`config.mk`:
```
export PLATFORM = sky130hd
export DESIGN_NAME = can_mode_ctrl
export DESIGN_NICKNAME = d
export VERILOG_FILES = /design/src/rtl/can_mode_pkg.sv /design/src/rtl/bit_sync.sv /design/src/rtl/can_mode_ctrl.sv /design/src/rtl/mask_compare.sv
export SDC_FILE = /design/constraint.sdc
export NUM_CORES = 1
export LEC_CHECK = 0
export BUFFER_PORTS_ARGS = -buffer_cell sky130_fd_sc_hd__buf_2
export CORE_MARGIN = 4
export CORE_UTILIZATION = 35
export DETAILED_ROUTE_END_ITERATION = 8
export PLACE_DENSITY = 0.67
export SETUP_SLACK_MARGIN = 0.3
export SYNTH_ARGS = -nofsm -noshare
export SYNTH_HDL_FRONTEND = slang
export SYNTH_SLANG_ARGS = --single-unit
```
`constraint.sdc`:
```
create_clock -name pclk -period 4 [get_ports pclk]
set_clock_uncertainty 0.2 [all_clocks]
set_input_delay 0.8 -clock pclk [delete_from_list [all_inputs] [get_ports pclk]]
set_output_delay 0.8 -clock pclk [all_outputs]
set_load 0.05 [all_outputs]
```
`src/rtl/can_mode_pkg.sv`:
```
// Constants for the CAN mode-control and acceptance-mask block
package can_mode_pkg;
  // Register byte addresses
  localparam logic [11:0] ctrl_one_offset = 12'h000;
  localparam logic [11:0] mask_offset = 12'h004;
  localparam logic [11:0] pending_offset = 12'h008;
  // Field positions in the control register, and field and register widths
  localparam int stop_idle_pos = 13;
  localparam int abort_pos = 12;
  localparam int req_mode_lsb = 8;
  localparam int cur_mode_lsb = 5;
  localparam int capture_pos = 3;
  localparam int window_pos = 0;
  localparam int mask_width = 10;
  localparam int reg_width = 16;
  localparam int mode_width = 3;
  // Values after reset
  localparam logic [15:0] ctrl_reset = 16'h0480;
  localparam logic [9:0] mask_reset = 10'h000;
  localparam logic [2:0] mode_config = 3'h4;
  // Cycles a mode change takes to settle
  localparam int mode_settle_cycles = 4;
  // Operating modes
  typedef enum logic [2:0] {
    mode_normal = 3'h0,
    mode_disable = 3'h1,
    mode_loopback = 3'h2,
    mode_listen_only = 3'h3,
    mode_configuration = 3'h4,
    mode_rsvd_a = 3'h5,
    mode_rsvd_b = 3'h6,
    mode_listen_all = 3'h7
  } op_mode_t;
endpackage

```
`src/rtl/bit_sync.sv`:
```
// Two flip-flop synchroniser for a level
`timescale 1ns/1ps
module bit_sync (
  // Clock and reset
  input wire logic pclk,
  input wire logic presetn,
  // Data
  input wire logic d,
  output logic q
);
  logic meta_q;
  always_ff @(posedge pclk or negedge presetn) begin
    if (!presetn) begin
      meta_q <= 1'b0;
      q <= 1'b0;
    end else begin
      meta_q <= d;
      q <= meta_q;
    end
  end
endmodule // bit_sync

```
`src/rtl/can_mode_ctrl.sv`:
```
// CAN mode control and acceptance mask register block on APB
`timescale 1ns/1ps
module can_mode_ctrl
  import can_mode_pkg::*;
#(
  parameter int tx_buffers = 8
) (
  // Clock and reset
  input wire logic pclk,
  input wire logic presetn,
  // APB slave
  input wire logic psel,
  input wire logic penable,
  input wire logic pwrite,
  input wire logic [11:0] paddr,
  input wire logic [31:0] pwdata,
  input wire logic [3:0] pstrb,
  output logic [31:0] prdata,
  output logic pready,
  output logic pslverr,
  // Device state from outside the clock domain
  input wire logic device_idle,
  // Transmit buffers
  input wire logic [tx_buffers-1:0] tx_pending,
  output logic tx_abort,
  // Receive and acceptance
  input wire logic rx_done,
  input wire logic [mask_width-1:0] msg_addr,
  input wire logic [mask_width-1:0] filter_addr,
  output logic accept_hit,
  output logic rx_capture_event,
  // Mode outputs to the controller core
  output logic [mode_width-1:0] current_op_mode,
  output logic controller_halt,
  output logic filter_window
);

  // ****************************************
  // Bus decode
  // ****************************************
  wire logic access_phase = psel & penable;
  wire logic wr_en = access_phase & pwrite;
  wire logic sel_ctrl = (paddr == ctrl_one_offset);
  wire logic sel_mask = (paddr == mask_offset);
  wire logic sel_pend = (paddr == pending_offset);
  wire logic mapped = sel_ctrl | sel_mask | sel_pend;
  wire logic wr_ctrl_lo = wr_en & sel_ctrl & pstrb[0];
  wire logic wr_ctrl_hi = wr_en & sel_ctrl & pstrb[1];
  wire logic wr_mask_lo = wr_en & sel_mask & pstrb[0];
  wire logic wr_mask_hi = wr_en & sel_mask & pstrb[1];

  // ****************************************
  // Control state
  // ****************************************
  logic stop_idle_q;
  logic abort_q, abort_d;
  logic [mode_width-1:0] req_mode_q;
  logic [mode_width-1:0] cur_mode_q, cur_mode_d;
  logic capture_en_q;
  logic window_q;
  logic [mask_width-1:0] mask_q;
  logic [2:0] settle_q, settle_d;
  logic idle_sync;
  logic halt_d;
  logic accept_d;
  logic cap_d;
  logic [31:0] rdata_d;

  bit_sync u_idle_sync (
    .pclk(pclk),
    .presetn(presetn),
    .d(device_idle),
    .q(idle_sync)
  );

  mask_compare #(.width(mask_width)) u_cmp (
    .msg_addr(msg_addr),
    .filter_addr(filter_addr),
    .mask(mask_q),
    .hit(accept_d)
  );

  // Writing one starts abort; clears once no buffer pending
  wire logic abort_set = wr_ctrl_hi & pwdata[abort_pos];
  wire logic all_aborted = (tx_pending == '0);
  // Set wins over the self clear
  assign abort_d = abort_set | (abort_q & ~all_aborted);

  // Mode change: count settle cycles, then report
  wire logic mode_differs = (cur_mode_q != req_mode_q);
  always_comb begin
    settle_d = settle_q;
    cur_mode_d = cur_mode_q;
    if (!mode_differs) begin
      settle_d = 3'd0;
    end else if (settle_q == 3'(mode_settle_cycles - 1)) begin
      cur_mode_d = req_mode_q;
      settle_d = 3'd0;
    end else begin
      settle_d = settle_q + 3'd1;
    end
  end

  assign halt_d = stop_idle_q & idle_sync;
  assign cap_d = capture_en_q & rx_done & ~halt_d;

  // Read data; unimplemented bits stay zero
  wire logic [15:0] ctrl_view = {2'b00, stop_idle_q, abort_q, 1'b0, req_mode_q,
                                 cur_mode_q, 1'b0, capture_en_q, 2'b00,
                                 window_q};
  wire logic [15:0] mask_view = {6'h00, mask_q};
  wire logic [31:0] pend_view = 32'(tx_pending);
  always_comb begin
    rdata_d = 32'h0000_0000;
    if (sel_ctrl) begin
      rdata_d = {16'h0000, ctrl_view};
    end else if (sel_mask) begin
      rdata_d = {16'h0000, mask_view};
    end else if (sel_pend) begin
      rdata_d = pend_view;
    end
  end

  // ****************************************
  // Registers
  // ****************************************
  always_ff @(posedge pclk or negedge presetn) begin
    if (!presetn) begin
      stop_idle_q <= ctrl_reset[stop_idle_pos];
      req_mode_q <= mode_config;
      capture_en_q <= ctrl_reset[capture_pos];
      window_q <= ctrl_reset[window_pos];
    end else begin
      if (wr_ctrl_hi) begin
        stop_idle_q <= pwdata[stop_idle_pos];
        req_mode_q <= pwdata[req_mode_lsb +: mode_width];
      end
      if (wr_ctrl_lo) begin
        capture_en_q <= pwdata[capture_pos];
        window_q <= pwdata[window_pos];
      end
    end
  end

  always_ff @(posedge pclk or negedge presetn) begin
    if (!presetn) begin
      mask_q <= mask_reset;
    end else begin
      if (wr_mask_lo) begin
        mask_q[7:0] <= pwdata[7:0];
      end
      if (wr_mask_hi) begin
        mask_q[9:8] <= pwdata[9:8];
      end
    end
  end

  always_ff @(posedge pclk or negedge presetn) begin
    if (!presetn) begin
      abort_q <= 1'b0;
      cur_mode_q <= mode_config;
      settle_q <= 3'd0;
    end else begin
      abort_q <= abort_d;
      cur_mode_q <= cur_mode_d;
      settle_q <= settle_d;
    end
  end

  always_ff @(posedge pclk or negedge presetn) begin
    if (!presetn) begin
      tx_abort <= 1'b0;
      controller_halt <= 1'b0;
      accept_hit <= 1'b0;
      rx_capture_event <= 1'b0;
      current_op_mode <= mode_config;
      filter_window <= 1'b0;
    end else begin
      tx_abort <= abort_d;
      controller_halt <= halt_d;
      accept_hit <= accept_d;
      rx_capture_event <= cap_d;
      current_op_mode <= cur_mode_d;
      filter_window <= window_q;
    end
  end

  // ****************************************
  // APB answer
  // ****************************************
  always_ff @(posedge pclk or negedge presetn) begin
    if (!presetn) begin
      prdata <= 32'h0000_0000;
      pready <= 1'b0;
      pslverr <= 1'b0;
    end else begin
      pready <= psel & ~penable;
      pslverr <= psel & ~penable & ~mapped;
      prdata <= rdata_d;
    end
  end

  // ****************************************
  // Checks
  // ****************************************
  chk_mask_upper_zero: assert property (
    @(posedge pclk) disable iff (!presetn)
    (psel & ~penable & sel_mask) |=> (prdata[31:10] == 22'h0))
    else $error("mask upper bits not zero");

  chk_ctrl_unimpl_zero: assert property (
    @(posedge pclk) disable iff (!presetn)
    (psel & ~penable & sel_ctrl) |=>
      (prdata[15:14] == 2'b00 && prdata[4] == 1'b0 && prdata[2:1] == 2'b00))
    else $error("unimplemented control bits not zero");

  chk_abort_clear: assert property (
    @(posedge pclk) disable iff (!presetn)
    (abort_q && all_aborted && !abort_set) |=> !abort_q)
    else $error("abort not cleared after transmits aborted");

  chk_abort_hold: assert property (
    @(posedge pclk) disable iff (!presetn)
    (abort_q && !all_aborted) |=> (abort_q && tx_abort))
    else $error("abort dropped while transmit pending");

  chk_halt_idle: assert property (
    @(posedge pclk) disable iff (!presetn)
    (stop_idle_q && idle_sync) |=> controller_halt)
    else $error("no halt in idle with stop bit set");

  chk_run_idle: assert property (
    @(posedge pclk) disable iff (!presetn)
    !stop_idle_q |=> !controller_halt)
    else $error("halted although stop bit clear");

  chk_capture_gate: assert property (
    @(posedge pclk) disable iff (!presetn)
    rx_capture_event |-> $past(capture_en_q) && $past(rx_done))
    else $error("capture event without enable");

  chk_mode_follow: assert property (
    @(posedge pclk) disable iff (!presetn)
    ($changed(req_mode_q) && mode_differs) |-> ##[1:6] (cur_mode_q == req_mode_q))
    else $error("current mode did not follow request");

  chk_mode_stable: assert property (
    @(posedge pclk) disable iff (!presetn)
    !$past(mode_differs) |-> $stable(cur_mode_q))
    else $error("current mode changed with no request");

  chk_accept_mask: assert property (
    @(posedge pclk) disable iff (!presetn)
    (((msg_addr ^ filter_addr) & ~mask_q) == '0) |=> accept_hit)
    else $error("masked address not accepted");

  chk_accept_miss: assert property (
    @(posedge pclk) disable iff (!presetn)
    (((msg_addr ^ filter_addr) & ~mask_q) != '0) |=> !accept_hit)
    else $error("unmasked address difference accepted");

  // ****************************************
  // Write and readback checks, with settle, halt and capture checks
  // ****************************************
  chk_mask_lo_write: assert property (
    @(posedge pclk) disable iff (!presetn)
    wr_mask_lo |=> (mask_q[7:0] == $past(pwdata[7:0])))
    else $error("mask low byte not written");

  chk_mask_hi_write: assert property (
    @(posedge pclk) disable iff (!presetn)
    wr_mask_hi |=> (mask_q[9:8] == $past(pwdata[9:8])))
    else $error("mask high bits not written");

  chk_mask_readback: assert property (
    @(posedge pclk) disable iff (!presetn)
    (psel & ~penable & sel_mask) |=> (prdata[mask_width-1:0] == $past(mask_q)))
    else $error("mask read data wrong");

  chk_req_write: assert property (
    @(posedge pclk) disable iff (!presetn)
    wr_ctrl_hi |=> (req_mode_q == $past(pwdata[req_mode_lsb +: mode_width])))
    else $error("requested mode not written");

  chk_req_readback: assert property (
    @(posedge pclk) disable iff (!presetn)
    (psel & ~penable & sel_ctrl) |=>
      (prdata[req_mode_lsb +: mode_width] == $past(req_mode_q)))
    else $error("requested mode read data wrong");

  chk_mode_readback: assert property (
    @(posedge pclk) disable iff (!presetn)
    (psel & ~penable & sel_ctrl) |=>
      (prdata[cur_mode_lsb +: mode_width] == $past(cur_mode_q)))
    else $error("current mode read data wrong");

  chk_mode_wait: assert property (
    @(posedge pclk) disable iff (!presetn)
    (mode_differs && (settle_q != 3'(mode_settle_cycles - 1))) |=> $stable(cur_mode_q))
    else $error("current mode changed before settling");

  chk_stop_write: assert property (
    @(posedge pclk) disable iff (!presetn)
    wr_ctrl_hi |=> (stop_idle_q == $past(pwdata[stop_idle_pos])))
    else $error("stop in idle bit not written");

  chk_halt_release: assert property (
    @(posedge pclk) disable iff (!presetn)
    !idle_sync |=> !controller_halt)
    else $error("halted although device not idle");

  chk_abort_set: assert property (
    @(posedge pclk) disable iff (!presetn)
    abort_set |=> (abort_q && tx_abort))
    else $error("abort write not taken");

  chk_abort_readback: assert property (
    @(posedge pclk) disable iff (!presetn)
    (psel & ~penable & sel_ctrl) |=> (prdata[abort_pos] == $past(abort_q)))
    else $error("abort read data wrong");

  chk_capture_write: assert property (
    @(posedge pclk) disable iff (!presetn)
    wr_ctrl_lo |=> (capture_en_q == $past(pwdata[capture_pos])))
    else $error("capture enable not written");

  chk_capture_fire: assert property (
    @(posedge pclk) disable iff (!presetn)
    (capture_en_q && rx_done && !halt_d) |=> rx_capture_event)
    else $error("no capture event on enabled receive");

  chk_window_write: assert property (
    @(posedge pclk) disable iff (!presetn)
    wr_ctrl_lo |=> (window_q == $past(pwdata[window_pos])))
    else $error("window bit not written");

  chk_window_out: assert property (
    @(posedge pclk) disable iff (!presetn)
    wr_ctrl_lo |=> ##1 (filter_window == $past(pwdata[window_pos], 2)))
    else $error("window output does not follow bit");

endmodule // can_mode_ctrl

```
`src/rtl/mask_compare.sv`:
```
// Masked address comparison for acceptance
`timescale 1ns/1ps
module mask_compare #(
  parameter int width = 10
) (
  // Operands
  input wire logic [width-1:0] msg_addr,
  input wire logic [width-1:0] filter_addr,
  input wire logic [width-1:0] mask,
  // Result
  output logic hit
);
  // Set mask bit drops that bit from comparison
  assign hit = (((msg_addr ^ filter_addr) & ~mask) == '0);
endmodule // mask_compare

```
==> results of run 1 <==
-- sequential cells by signal, summed over array words and instances, names as in the netlist, 3 cells and up --
name             flops
prdata              13
mask_q              10
current_op_mode      3
req_mode_q           3
settle_q             3
-- per-stage QoR --
| step | cells | total power, mW |
|---|---|---|
| final | 330 | 0.9186 |
| after global routing | 330 | 0.9597 |
| after CTS | 330 | 0.9300 |
| after detailed placement | 322 | 0.5700 |
| after global placement | 322 | 0.5686 |
| after floorplan | 191 | 0.5374 |
-- where the power goes --
part	internal (mW)	switching [mW]	total, mW	leakage (nW)
combinational	0.0356	0.0778	0.113	0.758
clock	0.204	0.154	0.358	0.0614
sequential	0.447	0.000571	0.447	0.601
-- layout by cell type (no fill, tap or decap), drive strengths merged, types with 3 or more instances in the layout --
cell / n
conb: 19
mux2: 19
a21oi: 6
nor4: 4
nor2: 17
a22oi: 3
mux2i: 7
clkbuf: 6
buf: 85
dfrtp: 42
nor4b: 3
nor3: 4
or4: 5
xor2: 3
nor2b: 4
xnor2: 10
o22ai: 5
-- final cells by class --
cell class / instances / area, um2
clock inverter: 2 / 38.79
tap: 72 / 90.09
multi-input combinational: 119 / 860.8
sequential: 44 / 1104
timing repair buffer: 85 / 427.9
fill: 522 / 3030
inverter: 2 / 7.507
clock buffer: 6 / 82.58
-- path summary, 6_finish.rpt --
path / depth (start not counted) / to / slack, ns / startpoint
setup / recovery: 6 / mask_q[7] / 1.37 / paddr[9]
max in group asynchronous: 1 / mask_q[2] / 2.55 / presetn
min in group asynchronous: 1 / settle_q[2] / 0.44 / presetn
hold / removal: 0 / u_idle_sync.q / 0.16 / u_idle_sync.meta_q
hold reg to reg: 0 / u_idle_sync.q / 0.16 / u_idle_sync.meta_q
setup reg to reg: 3 / current_op_mode[1] / 2.41 / settle_q[0]
-- kinds of logic after synthesis --
logic type | count (synthesis) | synth area share (%)
fa+ha+maj | 1 | 0.6009
flops | 44 | 53.00
compound gates | 16 | 4.507
simple gates | 44 | 11.54
other cells | 1 | 0.1801
buf+inv | 28 | 8.894
mux | 26 | 15.81
xor+xnor | 13 | 5.469
-- metal layers --
layer | part of all wire [%] | up-vias | global-route usage [%] | wire length (um)
met5 | 0 | - | 0 | 0
met4 | 1.8 | 0 | 5.612 | 87
met1 | 41 | 691 | 16.81 | 1938
li1 | - | 735 | - | -
met3 | 8.2 | 8 | 4.272 | 386
met2 | 49 | 52 | 21.26 | 2323
==> flow_summary.yaml, run 1 <==
sta:
  finalMaxSlewViolations: 0
  final-setup-viol-count: 0
  finalHoldViolations: 0
  max_transition_margin_pct: 35.80
  whs_ns: 0.1560
  max_clk_rate_mhz: 380.1
  tns_ns: 0
  finalCritPeriodShare_pct: 65.78
  timing_worst_slew_pin_value_ns: 0.9630
  period_minus_slack_ns: 2.631
  grt_setup_unrepaired: "false"
  final_critical_path_setup_slack_ns: 1.369
critical_path:
  critPathArrivalTime_ns: 2.61
  cp_data_required_time_ns: 3.98
  critPathSlowestCell: "or4_1"
  top_fanout_value_on_the_critical_path: 18
  critical_path.n_buffers_inverters: 2
  critical_path_class: "in2reg"
  max_stage_delay_ns: 0.75
  worstSetupEndpointType: "register"
  cp_cell_sequence: "buf_2 -> nor4_1 -> nand3_1 -> buf_4 -> or4_1 -> mux2_4"
  crit_family: "simple AND/OR/NAND/NOR gates"
  worstSetupStartpointType: "input port"
detailed_routing:
  dr.first_iter.drc_count: 37
  dr.pass1.iters: 3
  drt-wirelength-per-cell_um: 14.35
  post-route-drc-count: 0
  antenna_violating_nets_post_route: 0
  num_vias: 1486
  post_drt_via_cell_ratio: 4.503
  wirelength_um: 4735
synth:
  yosysWarningCount: 0
  syn_inst: 173
  yosys.cell_types.count: 30
  ys_async_sr_fraction_pct: 100.0
  synth.top_cells.by_area: "dfrtp_1 (50%), mux2_4 (8.7%), buf_4 (6.9%), xnor2_1 (4.2%), mux2_2 (3.8%)"
  synth_top_cell_by_area: "dfrtp_1"
  synth-edff-count: 0
  yosys.cell_count.top_type: "dfrtp_1"
  postSynthRegisterBits: 44
  synth.avg_cell_area_um2: 12.03
  synth.cell_area_mm2: 0.002082
  synth_flop_cell: "dfrtp_1"
  post_synth_most_frequent_cells: "dfrtp_1 (42), buf_4 (19), nor2_1 (17)"
  yosys.area.top_type_share_pct: 50.48
  synth-seq-area-share_pct: 53.00
hold_path:
  min-delay-path-class: "reg2reg"
clock_tree:
  clkSinkCount: 44
  numCtsBuffers: 5
  cts.reportedPaths.clkPinSlew_ns: 0.08
  cts_root_buffer: "clkbuf_8"
  cts_tree: "done"
  max-clock-path-buffers: 2
  postCtsSetupRepairBufs: 0
  hold_buffers: 0
  clk_latency_ns: 0.30
  htree_num_levels: 2
  cts_resized: 0
power_and_ir_drop:
  total_leakage_power_nw: 1.420
  irDropWorstVdd_uv: 241.6
  cellPowerDensity_mw_per_mm2: 351.8
floorplan:
  die_x_um: 85.13
  design.portCount: 125
  fp.dieArea_mm2: 0.007246
  placeableCoreArea_mm2: 0.005642
  placementRows: 27
  start_util_pct: 36.90
  die_h_um: 85.13
layout:
  drive_gt1_share_pct: 44.19
  antenna_cells: 0
  post-route-cell-area_mm2: 0.002611
  synthToLayoutAreaGrowth_pct: 25.42
  core_util_final_pct: 46.29
  finalNetCount: 341
placement:
  gp_routability_congestion: 0.7526
  postPlaceCellArea_mm2: 0.002490
  post-dp-hpwl_um: 3737
  pre_cts_slack_ns: 1.031
  place.port_buffers: 84
grt:
  pin_count_of_the_biggest_net_entering_global_routing: 45
  grt_remaining_overflow: 0
  groute.usage.overall_pct: 13.39
  antenna_found_initial: 0
  wire_length_of_the_first_global_routing_pass_um: 7521
  first_global_vias: 1522
run_status:
  outcome: "finished, final reports clean"
job:
  max_cap_violations: 0
No activity file was read; power rests on OpenSTA's default activity.
==> inputs of run 2 (changes only) <==
- clock period: 4 -> 2.7 ns (I/O delays scaled with it)
==> run 2 against run 1 <==
Power is 43% higher. Flip-flop and latch count stayed put. Combinational power is 53% higher. Die area stayed put. Via count is 1.7% higher. Non-clock buffer count is 5 higher. Final area is 0.72% higher. Clock power is 33% higher. Register-to-register slack worse by 1.3 ns. First-iteration DRC count stayed put. Sequential power is 48% higher. Largest cell class unchanged. Largest power group unchanged. Highest routed layer unchanged.
==> flow_summary.yaml, run 2 (synthesis results as in run 1) <==
run_status:
  outcome: "finished, final reports clean"
detailed_routing:
  post_drt_via_cell_ratio: 4.527
  dr.first_iter.drc_count: 37
  num_vias: 1512
  antenna_violating_nets_post_route: 0
  wirelength_um: 4771
  dr.pass1.iters: 4
  post-route-drc-count: 0
  drt-wirelength-per-cell_um: 14.28
critical_path:
  worstSetupEndpointType: "register"
  critical_path_class: "in2reg"
  crit_family: "simple AND/OR/NAND/NOR gates"
  worstSetupStartpointType: "input port"
  regToRegSetupSlack_ns: 1.13
  cp_data_required_time_ns: 2.68
  critPathSlowestCell: "or4_1"
  worst_r2r_startpoint: "settle_q[0]"
  worst_r2r_endpoint: "current_op_mode[0]"
  critical_path.n_buffers_inverters: 1
  cp_cell_sequence: "buf_2 -> nor4_1 -> nand3_1 -> or4_1 -> mux2_4"
  top_fanout_value_on_the_critical_path: 5
  max_stage_delay_ns: 0.70
  critPathArrivalTime_ns: 2.18
  reg2regPathDepth: 3
power_and_ir_drop:
  irDropWorstVdd_uv: 230.6
  total_leakage_power_nw: 1.433
  cellPowerDensity_mw_per_mm2: 498.6
clock_tree:
  max-clock-path-buffers: 2
  htree_num_levels: 2
  cts_root_buffer: "clkbuf_8"
  cts_tree: "done"
  hold_buffers: 0
  postCtsSetupRepairBufs: 0
  cts.reportedPaths.clkPinSlew_ns: 0.08
  cts_resized: 0
  clkSinkCount: 44
  numCtsBuffers: 5
  clk_latency_ns: 0.29
placement:
  pre_cts_slack_ns: 0.1897
  gp_routability_congestion: 0.7655
  place.port_buffers: 84
  post-dp-hpwl_um: 3898
  postPlaceCellArea_mm2: 0.002527
  post-place-cells: 327
layout:
  regs_by_ff_count: "prdata x13, mask_q x10"
  layout.filler_cells: 553
  registers.top_by_ff_count: "prdata"
  multi_input_comb_area_um2: 860.8
  finalNetCount: 346
  post-route-cell-area_mm2: 0.002630
  commonest_cells_after_routing_fill_and_taps_aside: "buf_2 (84), dfrtp_1 (42), conb_1 (19), nor2_1 (17), mux2_4 (12)"
  synthToLayoutAreaGrowth_pct: 26.32
  layout.cells.most_common: "buf_2"
  regArea_mm2: 0.001104
  drive_gt1_share_pct: 44.66
  antenna_cells: 0
  final_cell_count_no_fill: 334
  largest_reg_flops: 13
floorplan:
  start_util_pct: 36.90
  die_h_um: 85.13
  design.portCount: 125
  fp.dieArea_mm2: 0.007246
  die_x_um: 85.13
  placeableCoreArea_mm2: 0.005642
  placementRows: 27
sta:
  max_transition_margin_pct: 63.35
  final-setup-viol-count: 0
  grt_setup_unrepaired: "false"
  max_clk_rate_mhz: 454.8
  period_minus_slack_ns: 2.199
  timing_worst_slew_pin_value_ns: 0.5448
  finalMaxSlewViolations: 0
  finalHoldViolations: 0
  tns_ns: 0
  final_critical_path_setup_slack_ns: 0.5013
  finalCritPeriodShare_pct: 81.43
grt:
  antenna_found_initial: 0
  groute.usage.overall_pct: 13.39
  first_global_vias: 1544
  wire_length_of_the_first_global_routing_pass_um: 7652
  pin_count_of_the_biggest_net_entering_global_routing: 24
  grt_remaining_overflow: 0
job:
  max_cap_violations: 0
hold_path:
  min-delay-path-class: "in2async"
## run 2: cell count changes in the layout (fill, tap and decap cells not counted)
cell	change
buf_4	+5
clkbuf_1	+1
clkinv_4	-1
clkbuf_8	-1
## run 2: layer usage
layer / track usage [%] / share of wire, % / vias to the layer above
met5: 0 / 0 / -
met4: 3.453 / 0.75 / 0
met3: 3.786 / 7.8 / 5
met2: 22.03 / 49 / 56
met1: 17.36 / 42 / 714
li1: - / - / 737
## run 2: worst max-delay path by stage
| stage | to | depth (start not counted) | startpoint | slack, ns |
|---|---|---|---|---|
| CTS | req_mode_q[0] | 5 | paddr[1] | 0.50 |
| floorplan | mask_q[0] | 5 | paddr[9] | 0.40 |
| finish | stop_idle_q | 5 | paddr[9] | 0.50 |
| detailed placement | stop_idle_q | 5 | paddr[1] | 0.19 |
| global placement | stop_idle_q | 5 | paddr[9] | 0.22 |
| global route | req_mode_q[0] | 5 | paddr[9] | 0.36 |
## run 2: area by class of cell
type,count,share of cell area [%]
clock inverters,1,1.142
flip-flops and latches,44,41.96
well taps,72,3.425
repair buffers,90,17.70
multi-input cells,119,32.73
clock buffers,6,2.759
inverters,2,0.2854
## run 2: worst register-to-register path, delay by kind of cell (launching register included)
family	cells	cell delay, ns
muxes	1	0.38
DFF	1	0.36
adders and majority gates	1	0.17
and+or+nand+nor	1	0.36
## run 2: where the power goes
part | internal [mW] | switching, mW
logic | 0.0565 | 0.116
registers | 0.662 | 0.000778
clock network | 0.271 | 0.205
## run 2: per-stage QoR
step                      power [mW]  utilization [%]  hold slack [ns]
after floorplan               0.7961                -          0.04441
after global placement        0.8471            44.80           0.1334
after detailed placement      0.8495            44.80           0.1410
final                          1.311            46.62         0.009300
after global routing           1.366            46.62          0.04124
after CTS                      1.328            46.62          0.01338
